`config.mk`:
```
export PLATFORM = sky130hd
export DESIGN_NAME = cmbc_top
export DESIGN_NICKNAME = d
export VERILOG_FILES = /design/src/design/cmbc_pkg.sv /design/src/design/cmbc_top.sv
export SDC_FILE = /design/constraint.sdc
export NUM_CORES = 1
export LEC_CHECK = 0
export ABC_AREA = 1
export BUFFER_PORTS_ARGS = -buffer_cell sky130_fd_sc_hd__clkbuf_2
export CAP_MARGIN = 0
export CORE_AREA = 2 2 149 296
export DETAILED_ROUTE_END_ITERATION = 8
export DIE_AREA = 0 0 151 298
export PLACE_DENSITY_LB_ADDON = 0.12
export RECOVER_POWER = 100
export SLEW_MARGIN = 10
export SYNTH_ARGS = -nofsm -noshare
export SYNTH_HDL_FRONTEND = slang
export SYNTH_SLANG_ARGS = --single-unit
```
`constraint.sdc`:
```
create_clock -name sys_clk -period 8.45 [get_ports sys_clk]
set_clock_uncertainty 0.15 [all_clocks]
set_input_delay 2.1125 -clock sys_clk [delete_from_list [all_inputs] [get_ports sys_clk]]
set_output_delay 2.1125 -clock sys_clk [all_outputs]
set_load 0.02 [all_outputs]
```
`src/design/cmbc_pkg.sv`:
```
package cmbc_pkg;
    // Register byte offsets on the APB port
    localparam logic [7:0] OFS_PAIR_01 = 8'h00;
    localparam logic [7:0] OFS_PAIR_23 = 8'h04;
    localparam logic [7:0] OFS_PAIR_45 = 8'h08;
    localparam logic [7:0] OFS_PAIR_67 = 8'h0C;
    localparam logic [7:0] OFS_RX_FULL = 8'h10;
    localparam logic [7:0] OFS_RX_OVF = 8'h14;
    localparam logic [7:0] OFS_BUF_BASE = 8'h18;
    localparam logic [7:0] OFS_STATUS = 8'h1C;

    // Control byte fields, same layout for odd and even buffer
    localparam int CTL_DIR = 7;
    localparam int CTL_ABT = 6;
    localparam int CTL_ARB = 5;
    localparam int CTL_ERR = 4;
    localparam int CTL_REQ = 3;
    localparam int CTL_AUTO_REMOTE_REPLY_EN = 2;
    localparam int CTL_PRI_LSB = 0;

    // Status register fields
    localparam int STAT_TX_BUSY = 0;
    localparam int STAT_TX_VALID = 1;
    localparam int STAT_RX_PEND = 2;
    localparam int STAT_CUR_LSB = 4;

    // Reset values
    localparam logic [7:0] CTL_RESET = 8'h00;
    localparam logic [31:0] FULL_RESET = 32'h0000_0000;
    localparam logic [15:0] OVF_RESET = 16'h0000;
    localparam logic [15:0] BASE_RESET = 16'h0000;

    // Buffer geometry
    localparam int N_TX_BUF = 8;
    localparam logic [2:0] LAST_TX_WORD = 3'h6;
    localparam logic [2:0] LAST_RX_WORD = 3'h7;

    // Sequencer states
    typedef enum logic [1:0] {
        ST_IDLE,
        ST_FETCH,
        ST_STORE
    } cmbc_fsm_t;
endpackage

```
`src/design/cmbc_top.sv`:
```
// Overview of operation
// - Overflow set storing to full buffer 16-31
// - Pair register: odd high, even low byte
// - Direction bit one means transmit buffer
// - Aborted flag set when message aborted
// - Arbitration-lost flag set on lost arbitration
// - Error flag set on bus error
// - Setting send request clears three flags
// - Send request queues; cleared after success
// - Writing zero to set request aborts
// - Remote frame sets request when enabled
// - Two-bit priority, 11 highest, 00 lowest
// - Buffers live in DMA RAM, software placed
// - Word 0: identifier, substitute remote, extended flag
// - Extended flag selects identifier format
// - Extended identifier split over words 1, 2
// - Word 2 bit 9 remote, extended only
// - Word 2 low nibble is length code
// - Data bytes two per word, odd high
// - Word 6 holds bytes 7 and 6
// - Word 7 records matched filter number
// - Full flag set on store, software clears
module cmbc_top #(
    parameter int MEM_AW = 11
) (
    // Clock and reset
    input wire logic sys_clk,
    input wire logic rst,
    // APB slave
    input wire logic psel,
    input wire logic penable,
    input wire logic pwrite,
    input wire logic [7:0] paddr,
    input wire logic [31:0] pwdata,
    input wire logic [3:0] pstrb,
    output logic [31:0] prdata,
    output logic pready,
    output logic pslverr,
    // DMA RAM port, read data one cycle after mem_rd
    output logic [MEM_AW-1:0] mem_addr,
    output logic mem_rd,
    output logic mem_wr,
    output logic [15:0] mem_wdata,
    input wire logic [15:0] mem_rdata,
    // Frame to protocol engine
    output logic tx_frame_valid,
    output logic tx_ide,
    output logic [10:0] tx_std_id,
    output logic [17:0] tx_ext_id,
    output logic tx_rtr,
    output logic [3:0] tx_dlc,
    output logic [63:0] tx_data,
    output logic tx_abort_req,
    // Transmit outcome pulses
    input wire logic tx_done_ok,
    input wire logic tx_arb_lost,
    input wire logic tx_bus_error,
    input wire logic tx_aborted,
    // Received frame from protocol engine
    input wire logic rx_valid,
    output logic rx_ready,
    input wire logic [4:0] rx_buf,
    input wire logic [4:0] rx_filter_hit,
    input wire logic rx_ide,
    input wire logic [10:0] rx_std_id,
    input wire logic [17:0] rx_ext_id,
    input wire logic rx_rtr,
    input wire logic [3:0] rx_dlc,
    input wire logic [63:0] rx_data,
    // Matching remote frame seen
    input wire logic rx_remote_hit,
    input wire logic [2:0] rx_remote_buf
);

    typedef struct packed {
        logic [7:0][7:0] ctl;
        logic [7:0] abt_pend;
        logic [31:0] full;
        logic [15:0] ovf;
        logic [MEM_AW-1:0] base;
        cmbc_pkg::cmbc_fsm_t st;
        logic [2:0] idx;
        logic [2:0] rd_idx;
        logic cap_v;
        logic [2:0] cap_idx;
        logic [2:0] cur;
        logic tx_busy;
        logic tx_valid;
        logic tx_abort;
        logic tx_ide;
        logic tx_srr;
        logic tx_rtrx;
        logic tx_rtr;
        logic [10:0] tx_sid;
        logic [17:0] tx_eid;
        logic [3:0] tx_dlc;
        logic [63:0] tx_data;
        logic rx_pend;
        logic rx_ready;
        logic [4:0] r_buf;
        logic [4:0] r_filt;
        logic r_ide;
        logic r_rtr;
        logic [10:0] r_sid;
        logic [17:0] r_eid;
        logic [3:0] r_dlc;
        logic [63:0] r_data;
        logic [MEM_AW-1:0] mem_addr;
        logic mem_rd;
        logic mem_wr;
        logic [15:0] mem_wdata;
        logic [31:0] prdata;
        logic pready;
        logic pslverr;
    } cmbc_state_t;

    cmbc_state_t q;
    cmbc_state_t d;
    logic wr;
    logic [31:0] wm;
    logic [31:0] wv;
    logic [7:0] wb;
    logic [7:0] ob;
    logic [2:0] b;
    logic found;
    logic [2:0] sel;
    logic [1:0] best;

    // Byte lanes that the current write touches
    assign wm = {{8{pstrb[3]}}, {8{pstrb[2]}}, {8{pstrb[1]}}, {8{pstrb[0]}}};
    assign wv = (pwdata & wm) | (32'(q.base) & ~wm);

    always_comb
    begin
        d = q;
        wr = psel & penable & q.pready & pwrite;
        wb = 8'h00;
        ob = 8'h00;
        b = 3'h0;
        found = 1'h0;
        sel = 3'h0;
        best = 2'h0;
        d.pready = psel & ~penable;
        d.pslverr = 1'h0;
        d.mem_rd = 1'h0;
        d.mem_wr = 1'h0;
        d.cap_v = q.mem_rd;
        d.cap_idx = q.rd_idx;

        // Read data prepared in the setup cycle
        if (psel & ~penable)
        begin
            d.prdata = 32'h0000_0000;
            if (paddr[7:4] == 4'h0 && paddr[1:0] == 2'h0)
            begin
                d.prdata[15:0] = {q.ctl[{paddr[3:2], 1'h1}], q.ctl[{paddr[3:2], 1'h0}]};
            end
            else if (paddr == cmbc_pkg::OFS_RX_FULL)
            begin
                d.prdata = q.full;
            end
            else if (paddr == cmbc_pkg::OFS_RX_OVF)
            begin
                d.prdata[15:0] = q.ovf;
            end
            else if (paddr == cmbc_pkg::OFS_BUF_BASE)
            begin
                d.prdata[MEM_AW-1:0] = q.base;
            end
            else if (paddr == cmbc_pkg::OFS_STATUS)
            begin
                d.prdata[cmbc_pkg::STAT_TX_BUSY] = q.tx_busy;
                d.prdata[cmbc_pkg::STAT_TX_VALID] = q.tx_valid;
                d.prdata[cmbc_pkg::STAT_RX_PEND] = q.rx_pend;
                d.prdata[cmbc_pkg::STAT_CUR_LSB +: 3] = q.cur;
            end
            else
            begin
                d.pslverr = 1'h1;
            end
        end

        for (int i = 0; i < cmbc_pkg::N_TX_BUF; i++)
        begin
            if (q.abt_pend[i] && !(q.tx_busy && q.cur == 3'(i)))
            begin
                d.ctl[i][cmbc_pkg::CTL_REQ] = 1'h0;
                d.ctl[i][cmbc_pkg::CTL_ABT] = 1'h1;
                d.abt_pend[i] = 1'h0;
            end
        end

        // Software writes, taken at the access edge
        if (wr && paddr[7:4] == 4'h0 && paddr[1:0] == 2'h0)
        begin
            for (int l = 0; l < 2; l++)
            begin
                b = {paddr[3:2], 1'(l)};
                wb = pwdata[8*l +: 8];
                ob = q.ctl[b];
                if (pstrb[l])
                begin
                    d.ctl[b][cmbc_pkg::CTL_DIR] = wb[cmbc_pkg::CTL_DIR];
                    d.ctl[b][cmbc_pkg::CTL_AUTO_REMOTE_REPLY_EN] = wb[cmbc_pkg::CTL_AUTO_REMOTE_REPLY_EN];
                    d.ctl[b][cmbc_pkg::CTL_PRI_LSB +: 2] = wb[cmbc_pkg::CTL_PRI_LSB +: 2];
                    if (wb[cmbc_pkg::CTL_REQ] & ~ob[cmbc_pkg::CTL_REQ])
                    begin
                        d.ctl[b][cmbc_pkg::CTL_REQ] = 1'h1;
                        d.ctl[b][cmbc_pkg::CTL_ABT] = 1'h0;
                        d.ctl[b][cmbc_pkg::CTL_ARB] = 1'h0;
                        d.ctl[b][cmbc_pkg::CTL_ERR] = 1'h0;
                        d.abt_pend[b] = 1'h0;
                    end
                    else if (~wb[cmbc_pkg::CTL_REQ] & ob[cmbc_pkg::CTL_REQ])
                    begin
                        d.abt_pend[b] = 1'h1;
                    end
                end
            end
        end
        else if (wr && paddr == cmbc_pkg::OFS_RX_FULL)
        begin
            d.full = q.full & (pwdata | ~wm);
        end
        else if (wr && paddr == cmbc_pkg::OFS_RX_OVF)
        begin
            d.ovf = q.ovf & (pwdata[15:0] | ~wm[15:0]);
        end
        else if (wr && paddr == cmbc_pkg::OFS_BUF_BASE)
        begin
            d.base = wv[MEM_AW-1:0];
        end

        if (rx_remote_hit && q.ctl[rx_remote_buf][cmbc_pkg::CTL_DIR]
            && q.ctl[rx_remote_buf][cmbc_pkg::CTL_AUTO_REMOTE_REPLY_EN])
        begin
            d.ctl[rx_remote_buf][cmbc_pkg::CTL_REQ] = 1'h1;
            d.ctl[rx_remote_buf][cmbc_pkg::CTL_ABT] = 1'h0;
            d.ctl[rx_remote_buf][cmbc_pkg::CTL_ARB] = 1'h0;
            d.ctl[rx_remote_buf][cmbc_pkg::CTL_ERR] = 1'h0;
            d.abt_pend[rx_remote_buf] = 1'h0;
        end

        // Outcome of the frame in flight
        if (q.tx_valid && (tx_done_ok | tx_aborted | tx_arb_lost | tx_bus_error))
        begin
            d.tx_busy = 1'h0;
            d.tx_valid = 1'h0;
            if (tx_done_ok)
            begin
                d.ctl[q.cur][cmbc_pkg::CTL_REQ] = 1'h0;
                d.abt_pend[q.cur] = 1'h0;
            end
            else
            begin
                d.ctl[q.cur][cmbc_pkg::CTL_ARB] = q.ctl[q.cur][cmbc_pkg::CTL_ARB] | tx_arb_lost;
                d.ctl[q.cur][cmbc_pkg::CTL_ERR] = q.ctl[q.cur][cmbc_pkg::CTL_ERR] | tx_bus_error;
                if (tx_aborted | q.abt_pend[q.cur])
                begin
                    d.ctl[q.cur][cmbc_pkg::CTL_REQ] = 1'h0;
                    d.ctl[q.cur][cmbc_pkg::CTL_ABT] = 1'h1;
                    d.abt_pend[q.cur] = 1'h0;
                end
            end
        end
        d.tx_abort = d.tx_valid & d.abt_pend[q.cur];

        for (int i = 0; i < cmbc_pkg::N_TX_BUF; i++)
        begin
            if (q.ctl[i][cmbc_pkg::CTL_DIR] && q.ctl[i][cmbc_pkg::CTL_REQ] && !q.abt_pend[i]
                && (!found || q.ctl[i][cmbc_pkg::CTL_PRI_LSB +: 2] > best))
            begin
                found = 1'h1;
                sel = 3'(i);
                best = q.ctl[i][cmbc_pkg::CTL_PRI_LSB +: 2];
            end
        end

        // Accept a received frame; one held at a time
        if (rx_valid && q.rx_ready)
        begin
            if (q.full[rx_buf])
            begin
                if (rx_buf[4])
                begin
                    d.ovf[rx_buf[3:0]] = 1'h1;
                end
            end
            else if (!(rx_buf[4:3] == 2'h0 && q.ctl[rx_buf[2:0]][cmbc_pkg::CTL_DIR]))
            begin
                d.rx_pend = 1'h1;
                d.rx_ready = 1'h0;
                d.r_buf = rx_buf;
                d.r_filt = rx_filter_hit;
                d.r_ide = rx_ide;
                d.r_rtr = rx_rtr;
                d.r_sid = rx_std_id;
                d.r_eid = rx_ext_id;
                d.r_dlc = rx_dlc;
                d.r_data = rx_data;
            end
        end

        // Capture fetched words, one cycle after the read
        if (q.cap_v)
        begin
            unique case (q.cap_idx)
                3'h0:
                begin
                    d.tx_sid = mem_rdata[12:2];
                    d.tx_srr = mem_rdata[1];
                    d.tx_ide = mem_rdata[0];
                end
                3'h1:
                begin
                    d.tx_eid[17:6] = mem_rdata[11:0];
                end
                3'h2:
                begin
                    d.tx_eid[5:0] = mem_rdata[15:10];
                    d.tx_rtrx = mem_rdata[9];
                    d.tx_dlc = mem_rdata[3:0];
                end
                default:
                begin
                    d.tx_data[{2'(q.cap_idx[1:0] + 2'h1), 4'h0} +: 16] = mem_rdata;
                end
            endcase
            // word 6 ends the data field
            if (q.cap_idx == cmbc_pkg::LAST_TX_WORD)
            begin
                d.tx_rtr = d.tx_ide ? d.tx_rtrx : d.tx_srr;
                d.tx_valid = 1'h1;
                d.st = cmbc_pkg::ST_IDLE;
            end
        end

        // Sequencer for DMA RAM traffic; storing beats fetching
        unique case (q.st)
            cmbc_pkg::ST_IDLE:
            begin
                d.idx = 3'h0;
                if (q.rx_pend)
                begin
                    d.st = cmbc_pkg::ST_STORE;
                end
                else if (!q.tx_busy && found)
                begin
                    d.st = cmbc_pkg::ST_FETCH;
                    d.cur = sel;
                    d.tx_busy = 1'h1;
                end
            end
            cmbc_pkg::ST_FETCH:
            begin
                if (q.idx <= cmbc_pkg::LAST_TX_WORD)
                begin
                    d.mem_rd = 1'h1;
                    d.rd_idx = q.idx;
                    d.mem_addr = q.base + MEM_AW'({2'h0, q.cur, q.idx});
                    d.idx = 3'(q.idx + 3'h1);
                end
            end
            cmbc_pkg::ST_STORE:
            begin
                d.mem_wr = 1'h1;
                d.mem_addr = q.base + MEM_AW'({q.r_buf, q.idx});
                d.idx = 3'(q.idx + 3'h1);
                unique case (q.idx)
                    // word 0 with unused bits zero
                    3'h0: d.mem_wdata = {3'h0, q.r_sid, q.r_ide | q.r_rtr, q.r_ide};
                    3'h1: d.mem_wdata = {4'h0, q.r_eid[17:6]};
                    3'h2: d.mem_wdata = {q.r_eid[5:0], q.r_ide & q.r_rtr, 5'h00, q.r_dlc};
                    3'h7: d.mem_wdata = {3'h0, q.r_filt, 8'h00};
                    default: d.mem_wdata = q.r_data[{2'(q.idx[1:0] + 2'h1), 4'h0} +: 16];
                endcase
                if (q.idx == cmbc_pkg::LAST_RX_WORD)
                begin
                    d.full[q.r_buf] = 1'h1;
                    d.rx_pend = 1'h0;
                    d.rx_ready = 1'h1;
                    d.st = cmbc_pkg::ST_IDLE;
                end
            end
            default:
            begin
                d.st = cmbc_pkg::ST_IDLE;
            end
        endcase
    end

    // State register; everything else is zero at reset
    always_ff @(posedge sys_clk)
    begin
        if (rst)
        begin
            q <= '0;
            q.ctl <= {cmbc_pkg::N_TX_BUF{cmbc_pkg::CTL_RESET}};
            q.full <= cmbc_pkg::FULL_RESET;
            q.ovf <= cmbc_pkg::OVF_RESET;
            q.base <= cmbc_pkg::BASE_RESET[MEM_AW-1:0];
            q.st <= cmbc_pkg::ST_IDLE;
            q.rx_ready <= 1'h1;
        end
        else
        begin
            q <= d;
        end
    end

    // Outputs straight from the state register
    assign prdata = q.prdata;
    assign pready = q.pready;
    assign pslverr = q.pslverr;
    assign mem_addr = q.mem_addr;
    assign mem_rd = q.mem_rd;
    assign mem_wr = q.mem_wr;
    assign mem_wdata = q.mem_wdata;
    assign tx_frame_valid = q.tx_valid;
    assign tx_ide = q.tx_ide;
    assign tx_std_id = q.tx_sid;
    assign tx_ext_id = q.tx_eid;
    assign tx_rtr = q.tx_rtr;
    assign tx_dlc = q.tx_dlc;
    assign tx_data = q.tx_data;
    assign tx_abort_req = q.tx_abort;
    assign rx_ready = q.rx_ready;

endmodule

```
* Yosys cells after proc, flatten, opt, wreduce, memory -nomap -nowiden
Index checks and enable logic that the tools add are counted.
** Operators by class
- Add/sub/neg operators :: 6
- Multiply operators :: 0
- Divide/modulo/power cells :: 0
- Magnitude comparators :: 22
- Eq/ne operators :: 20
- Shift operators :: 3
- Mux-type cells :: 192
- Bitwise operators :: 77
- Reduce and logical (&&, ||, !) cells :: 111
** Operators with widths (number)
- $and A64 B64 Y64 :: 11
- $bwmux W64 :: 9
- $mux W72 :: 8
- $not A64 Y64 :: 7
- $mux W111 :: 3
- $demux W8 S2 :: 14
- $demux W8 S3 :: 8
- $not A56 Y64 :: 3
- $or A64 B64 Y64 :: 3
- $mux W16 :: 8
- $mux W64 :: 2
- $mux W32 :: 3
- $mux W8 :: 10
- $bmux W8 S3 :: 3
- $or A32 B32 Y32 :: 2
- $or A64 B56 Y64 :: 1
- $pmux W16 S4 :: 1
- $shift A16 B8 Y64 const A :: 1
- $shiftx A16 B8 Y64 :: 1
- $shiftx A64 B7 Y16 :: 1
- $mux W59 :: 1
- $logic_and A1 B1 Y1 :: 57
- $mux W1 :: 51
- $mux W2 :: 19
- other kinds (67) :: 204
** Word-level totals
- Flip-flop bits (word level) :: 424
- Latch bits :: 0
- Bits in writable memories :: 0
- Memory bits (read-only) :: 0
- Bits of input ports :: 183
- Output and inout port bits :: 165
- Word-level logic and storage cells :: 478
- Memories kept :: 0

* Logic depth before layout (Yosys ltp)
- Word-level depth :: 40
- Gate-level depth with buffers :: 63
- Mapped depth without buffers :: 63

* Worst setup path before layout
No wires, ideal clock.
- Path kind :: reg-to-reg
- Start point :: register q[367] (netlist name)
- End point :: register q[279] (netlist name)
- Setup time :: 0.132 ns
- Data arrival time :: 6.623 ns
- Required time :: 8.168 ns
- Path slack :: 1.545 ns
- Stages on the path, launching flop included :: 61
- Buffers on the path :: 0
- Clock period less this slack :: 6.905 ns
- Path through :: dfxtp_1 -> nand3_1 -> inv_1 -> nand2_1 -> ha_1 -> inv_1 -> nor2_1 -> o21ai_0 -> nand2_1 -> nand2_1 -> o21ai_0 -> ha_1 -> inv_1 -> nor2_1 -> o21ai_0 -> a21oi_1 -> inv_1 -> nand2_1 -> (+25 left out) -> and2_1 -> ha_1 -> inv_1 -> nor2_1 -> o21ai_0 -> nand2_1 -> nand2_1 -> nand3_1 -> o21ai_0 -> ha_1 -> inv_1 -> nor2_1 -> nor2_1 -> a21oi_1 -> o21bai_1 -> nand2_1 -> o21ai_0 -> a21oi_1
** Between the ends
- Longest elaborated chain between the ends :: 33
- Elaborated cells on any way between the ends :: 53
- Those cells by class :: order compare (7); mux (21); reduce/logical (25)
** Ends and longest elaborated chain
- start, declared :: line cmbc_top.sv:117 : cmbc_state_t q;
- $logic_and A1 B1 Y1 (*) (2 in a row) :: line cmbc_top.sv:270 : if (q.ctl[i][cmbc_pkg::CTL_DIR] && q.ctl[i][cmbc_pkg::CTL_REQ] && !q.abt_pend[i]
- $mux W2 / $mux W1 (equally long branches) :: line cmbc_top.sv:270
- $gt A2 B2 Y1 / $logic_not A1 Y1 (equally long branches) :: line cmbc_top.sv:271 : && (!found || q.ctl[i][cmbc_pkg::CTL_PRI_LSB +: 2] > best))
- $logic_or A1 B1 Y1 :: line cmbc_top.sv:271
- $logic_and A1 B1 Y1 :: line cmbc_top.sv:271
- $mux W2 / $mux W1 (equally long branches) :: line cmbc_top.sv:270
- $gt A2 B2 Y1 / $logic_not A1 Y1 (equally long branches) :: line cmbc_top.sv:271
- $logic_or A1 B1 Y1 :: line cmbc_top.sv:271
- (+16 left out)
- $logic_and A1 B1 Y1 :: line cmbc_top.sv:271
- $mux W2 / $mux W1 (equally long branches) :: line cmbc_top.sv:270
- $gt A2 B2 Y1 / $logic_not A1 Y1 (equally long branches) :: line cmbc_top.sv:271
- $logic_or A1 B1 Y1 :: line cmbc_top.sv:271
- $logic_and A1 B1 Y1 :: line cmbc_top.sv:271
- $mux W1 :: line cmbc_top.sv:270
- $logic_and A1 B1 Y1 :: line cmbc_top.sv:347 : else if (!q.tx_busy && found)
- $reduce_and A3 Y1 (no line)
Every way passes the cells marked *; elsewhere a longest branch is shown, timed or not.
A chain may end at the register's enable or synchronous reset.

* Final worst setup path
- Start point :: register q[352] (netlist name)
- End point :: register q[279] (netlist name)
** Between the ends
- Longest elaborated chain between the ends :: 33
- Elaborated cells on any way between the ends :: 53
- Those cells by class :: order compare (7); mux (21); reduce/logical (25)
** Ends and longest elaborated chain (line)
- $logic_not A1 Y1 (*) :: cmbc_top.sv:270
- $logic_and A1 B1 Y1 (*) :: cmbc_top.sv:270
- $mux W2 / $mux W1 (equally long branches) :: cmbc_top.sv:270
- $gt A2 B2 Y1 / $logic_not A1 Y1 (equally long branches) :: cmbc_top.sv:271
- $logic_or A1 B1 Y1 :: cmbc_top.sv:271
- $logic_and A1 B1 Y1 :: cmbc_top.sv:271
- $mux W2 / $mux W1 (equally long branches) :: cmbc_top.sv:270
- $gt A2 B2 Y1 / $logic_not A1 Y1 (equally long branches) :: cmbc_top.sv:271
- (+17 left out)
- $logic_and A1 B1 Y1 :: cmbc_top.sv:271
- $mux W2 / $mux W1 (equally long branches) :: cmbc_top.sv:270
- $gt A2 B2 Y1 / $logic_not A1 Y1 (equally long branches) :: cmbc_top.sv:271
- $logic_or A1 B1 Y1 :: cmbc_top.sv:271
- $logic_and A1 B1 Y1 :: cmbc_top.sv:271
- $mux W1 :: cmbc_top.sv:270
- $logic_and A1 B1 Y1 :: cmbc_top.sv:347
- $reduce_and A3 Y1 (no line)
Marked as above.

==> flow_summary_export.csv <==
group,metric,value,unit
run_status,status,"finished, violations left",
run_status,violations,"max-capacitance violations, max-slew violations",
power,leakage,8.81,nW
clock_tree,cts_root_buf,"clkbuf_16",
timing,rsz0062_at_grt,"false",
detailed_routing,post_drt_via_cell_ratio,5.79,
place,port_buffers,347,
timing,finalHoldViolCount,0,
synthesis,synthMostInstantiatedCell,"nand2_1",
power,max-vdd-ir-drop,0.000178,V
setup_path,arrival,7.85,ns
synthesis,synth.area.top_cells,"dfxtp_1 40%, nand2_1 11%, a21oi_1 9.3%, buf_4 6.0%, o21ai_0 5.7%",
synthesis,yosys-top-cells-count,"611 x nand2_1, 424 x dfxtp_1, 395 x a21oi_1, 261 x inv_1, 240 x o21ai_0",
timing,worst_pin_slew,3.10,ns
die,core_area,42600,µm²
synthesis,synth-edff-count,0,
detailed_routing,dr_total_vias,21200,
place,dpl-instance-area,21900,µm²
synthesis,syn-num-nets,3214,
power,power.density,194,nW/µm²
final_layout,final_util,0.541,
synthesis,yosysUniqueCellTypes,50,
clock_tree,path_clk_slew,0.07,ns
setup_path,critPathKind,"reg2reg",
timing,fmax,131,MHz
detailed_routing,drt_iter0_drc,1398,
clock_tree,cts_max_path_buffers,3,
global_routing,antenna_found_initial,5,
final_layout,layout.nets,3308,
synthesis,async_reset_ff_frac,0,
die,start_util,0.497,
detailed_routing,top_signal_layer_used,"met5",
final_layout,fillCellCount,4419,
synthesis,synth_top_area_frac,0.401,
global_routing,grt_max_degree,112,
timing,min_period,7.61,ns
setup_path,crit_top_cell,"nand2_1",
clock_tree,clock_latency,0.57,ns
clock_tree,htree_levels,2,
worst_hold_path,hp-class,"reg2reg",
synthesis,synth_seq_cells,424,
die,dieHeight,298,µm
setup_path,cp_slowest_cell,"dfxtp_1",
setup_path,start_kind,"register",
timing,slew_violations,450,
final_layout,syn_to_final_growth,8.99,%
setup_path,crit_path_max_incr_delay,0.34,ns
die,dieArea,45000,µm²
place,hpwl,61.7,mm
timing,final.setup.tns,0,ns
global_routing,overflow,0,
timing,post-route-period-util,0.900,
die,rows,107,
run,drv_cap,9,
clock_tree,hold_buffers,0,
die,io_pins,348,
timing,maxSlewHeadroom,-1.07,
detailed_routing,drt-met1-wl,25.6,mm
clock_tree,cts_tree,"built",
synthesis,ys_seq_area_frac,0.401,
detailed_routing,finalWirelength,80.7,mm
setup_path,critPathMaxFanout,6,
global_routing,grtUsageTotal,0.348,
detailed_routing,drtPass1Iterations,6,
detailed_routing,ant_nets,0,
setup_path,crit_required,8.69,ns
clock_tree,cts_num_sinks,424,
synthesis,synth_warnings,0,
timing,finalSetupViolations,0,
global_routing,first_global_vias,20700,
synthesis,synth_area,21200,µm²
final_layout,design_area,23100,µm²
place,gp_congestion,0.994,
detailed_routing,wl_per_cell,22.0,µm
final_layout,drive_gt1_frac,0.0925,
clock_tree,cts-buffers-inserted,40,
synthesis,avgSynthCellArea,7.07,µm²
synthesis,yosys.area.top_type,"dfxtp_1",
setup_path,critPathCaptureType,"register",
die,die_width,151,µm
detailed_routing,wl_met3,4.63,mm
synthesis,synth-main-ff-cell,"dfxtp_1",
synthesis,syn_inst,2991,
detailed_routing,drc,0,
detailed_routing,wl_met2,40.9,mm
global_routing,grt_pass1_wl,119,mm
power,total_power,4.47,mW
==> logic make-up (layout without fill, tap and decap cells) <==
kind of cell               count (synthesis)  count (layout)  synth area share
DFF                                      424             424             0.401
xor gates and xnor gates                   3               3           0.00124
other                                      0               4                 0
AOI/OAI and AO/OA                        774             774             0.201
adders and majority gates                 40              40            0.0240
and+or+nand+nor                         1162            1162             0.236
buffers and inverters                    588             711             0.137
==> what timing repair did <==
item / 4_1_cts / 5_1_grt
buffers inserted: 0 / 2
gates resized for setup: 0 / 10
endpoints found under the setup margin: 0 / 3
hold endpoints to repair: 0 / 0
==> metal layers <==
layer | up-vias | global-route usage
met4 | 2 | 0.328
met5 | - | 0
met2 | 946 | 0.629
li1 | 10100 | -
met3 | 347 | 0.0541
met1 | 9816 | 0.321
==> final cells by class <==
cell class              instances  area, µm²  share of cell area
flip-flops and latches        424       8490               0.368
repair buffers                369       1670              0.0724
multi-input cells            1979       9770               0.424
well taps                     545        682              0.0296
clock inverters                20        267              0.0116
inverters                     271       1020              0.0441
clock buffers                  51       1140              0.0496
diodes                          4       10.0            0.000434
==> placed cells by master (no fill, tap or decap), types with 11 or more instances in the layout <==
master / instances
nand2_1: 610
dfxtp_1: 423
a21oi_1: 394
inv_1: 260
o21ai_0: 239
nand3_1: 219
nor2_1: 193
clkbuf_2: 179
clkbuf_1: 178
nand4_1: 70
clkbuf_16: 41
ha_1: 39
o22ai_1: 37
nor3_1: 28
a221oi_1: 28
o211ai_1: 16
buf_4: 13
or3_1: 11
==> where the power goes <==
| part | switching, mW | total [mW] | internal (mW) | leakage [nW] |
|---|---|---|---|---|
| sequential | 0.0413 | 2.09 | 2.05 | 3.43 |
| clock | 0.831 | 1.98 | 1.14 | 0.699 |
| combinational | 0.291 | 0.406 | 0.114 | 4.68 |
==> flip-flops by register name, indices dropped and copies added, names as in the netlist, 3 cells and up, named ones only <==
register	flops
tx_dlc	4
q	245
mem_addr	11
mem_wdata	16
tx_data	64
d	3
tx_std_id	11
tx_ext_id	18
prdata	32
==> critical path, delay by kind of cell, from the launching register on <==
kind	cells	cell delay, ns
fa+ha+maj	7	2.06
flops	1	0.34
compound gates	16	1.74
simple gates	28	2.37
buf+inv	12	0.76
==> metrics by stage <==
step	std cells	setup slack, ns	hold WS [ns]
after floorplan	2991	1.55	0.250
after global placement	3586	0.621	0.258
after detailed placement	3586	0.491	0.265
after CTS	3657	0.419	0.275
after global routing	3662	0.0137	0.291
final	3663	0.842	0.271
==> path summary, 6_finish.rpt <==
path           from      to  slack, ns  cells past startpoint
min          d[282]  q[282]       0.27                      2
max          q[352]  q[279]       0.84                     63
max reg2reg  q[352]  q[279]       0.84                     63
min reg2reg  d[282]  q[282]       0.27                      2
(Power assumes the default switching activity.)
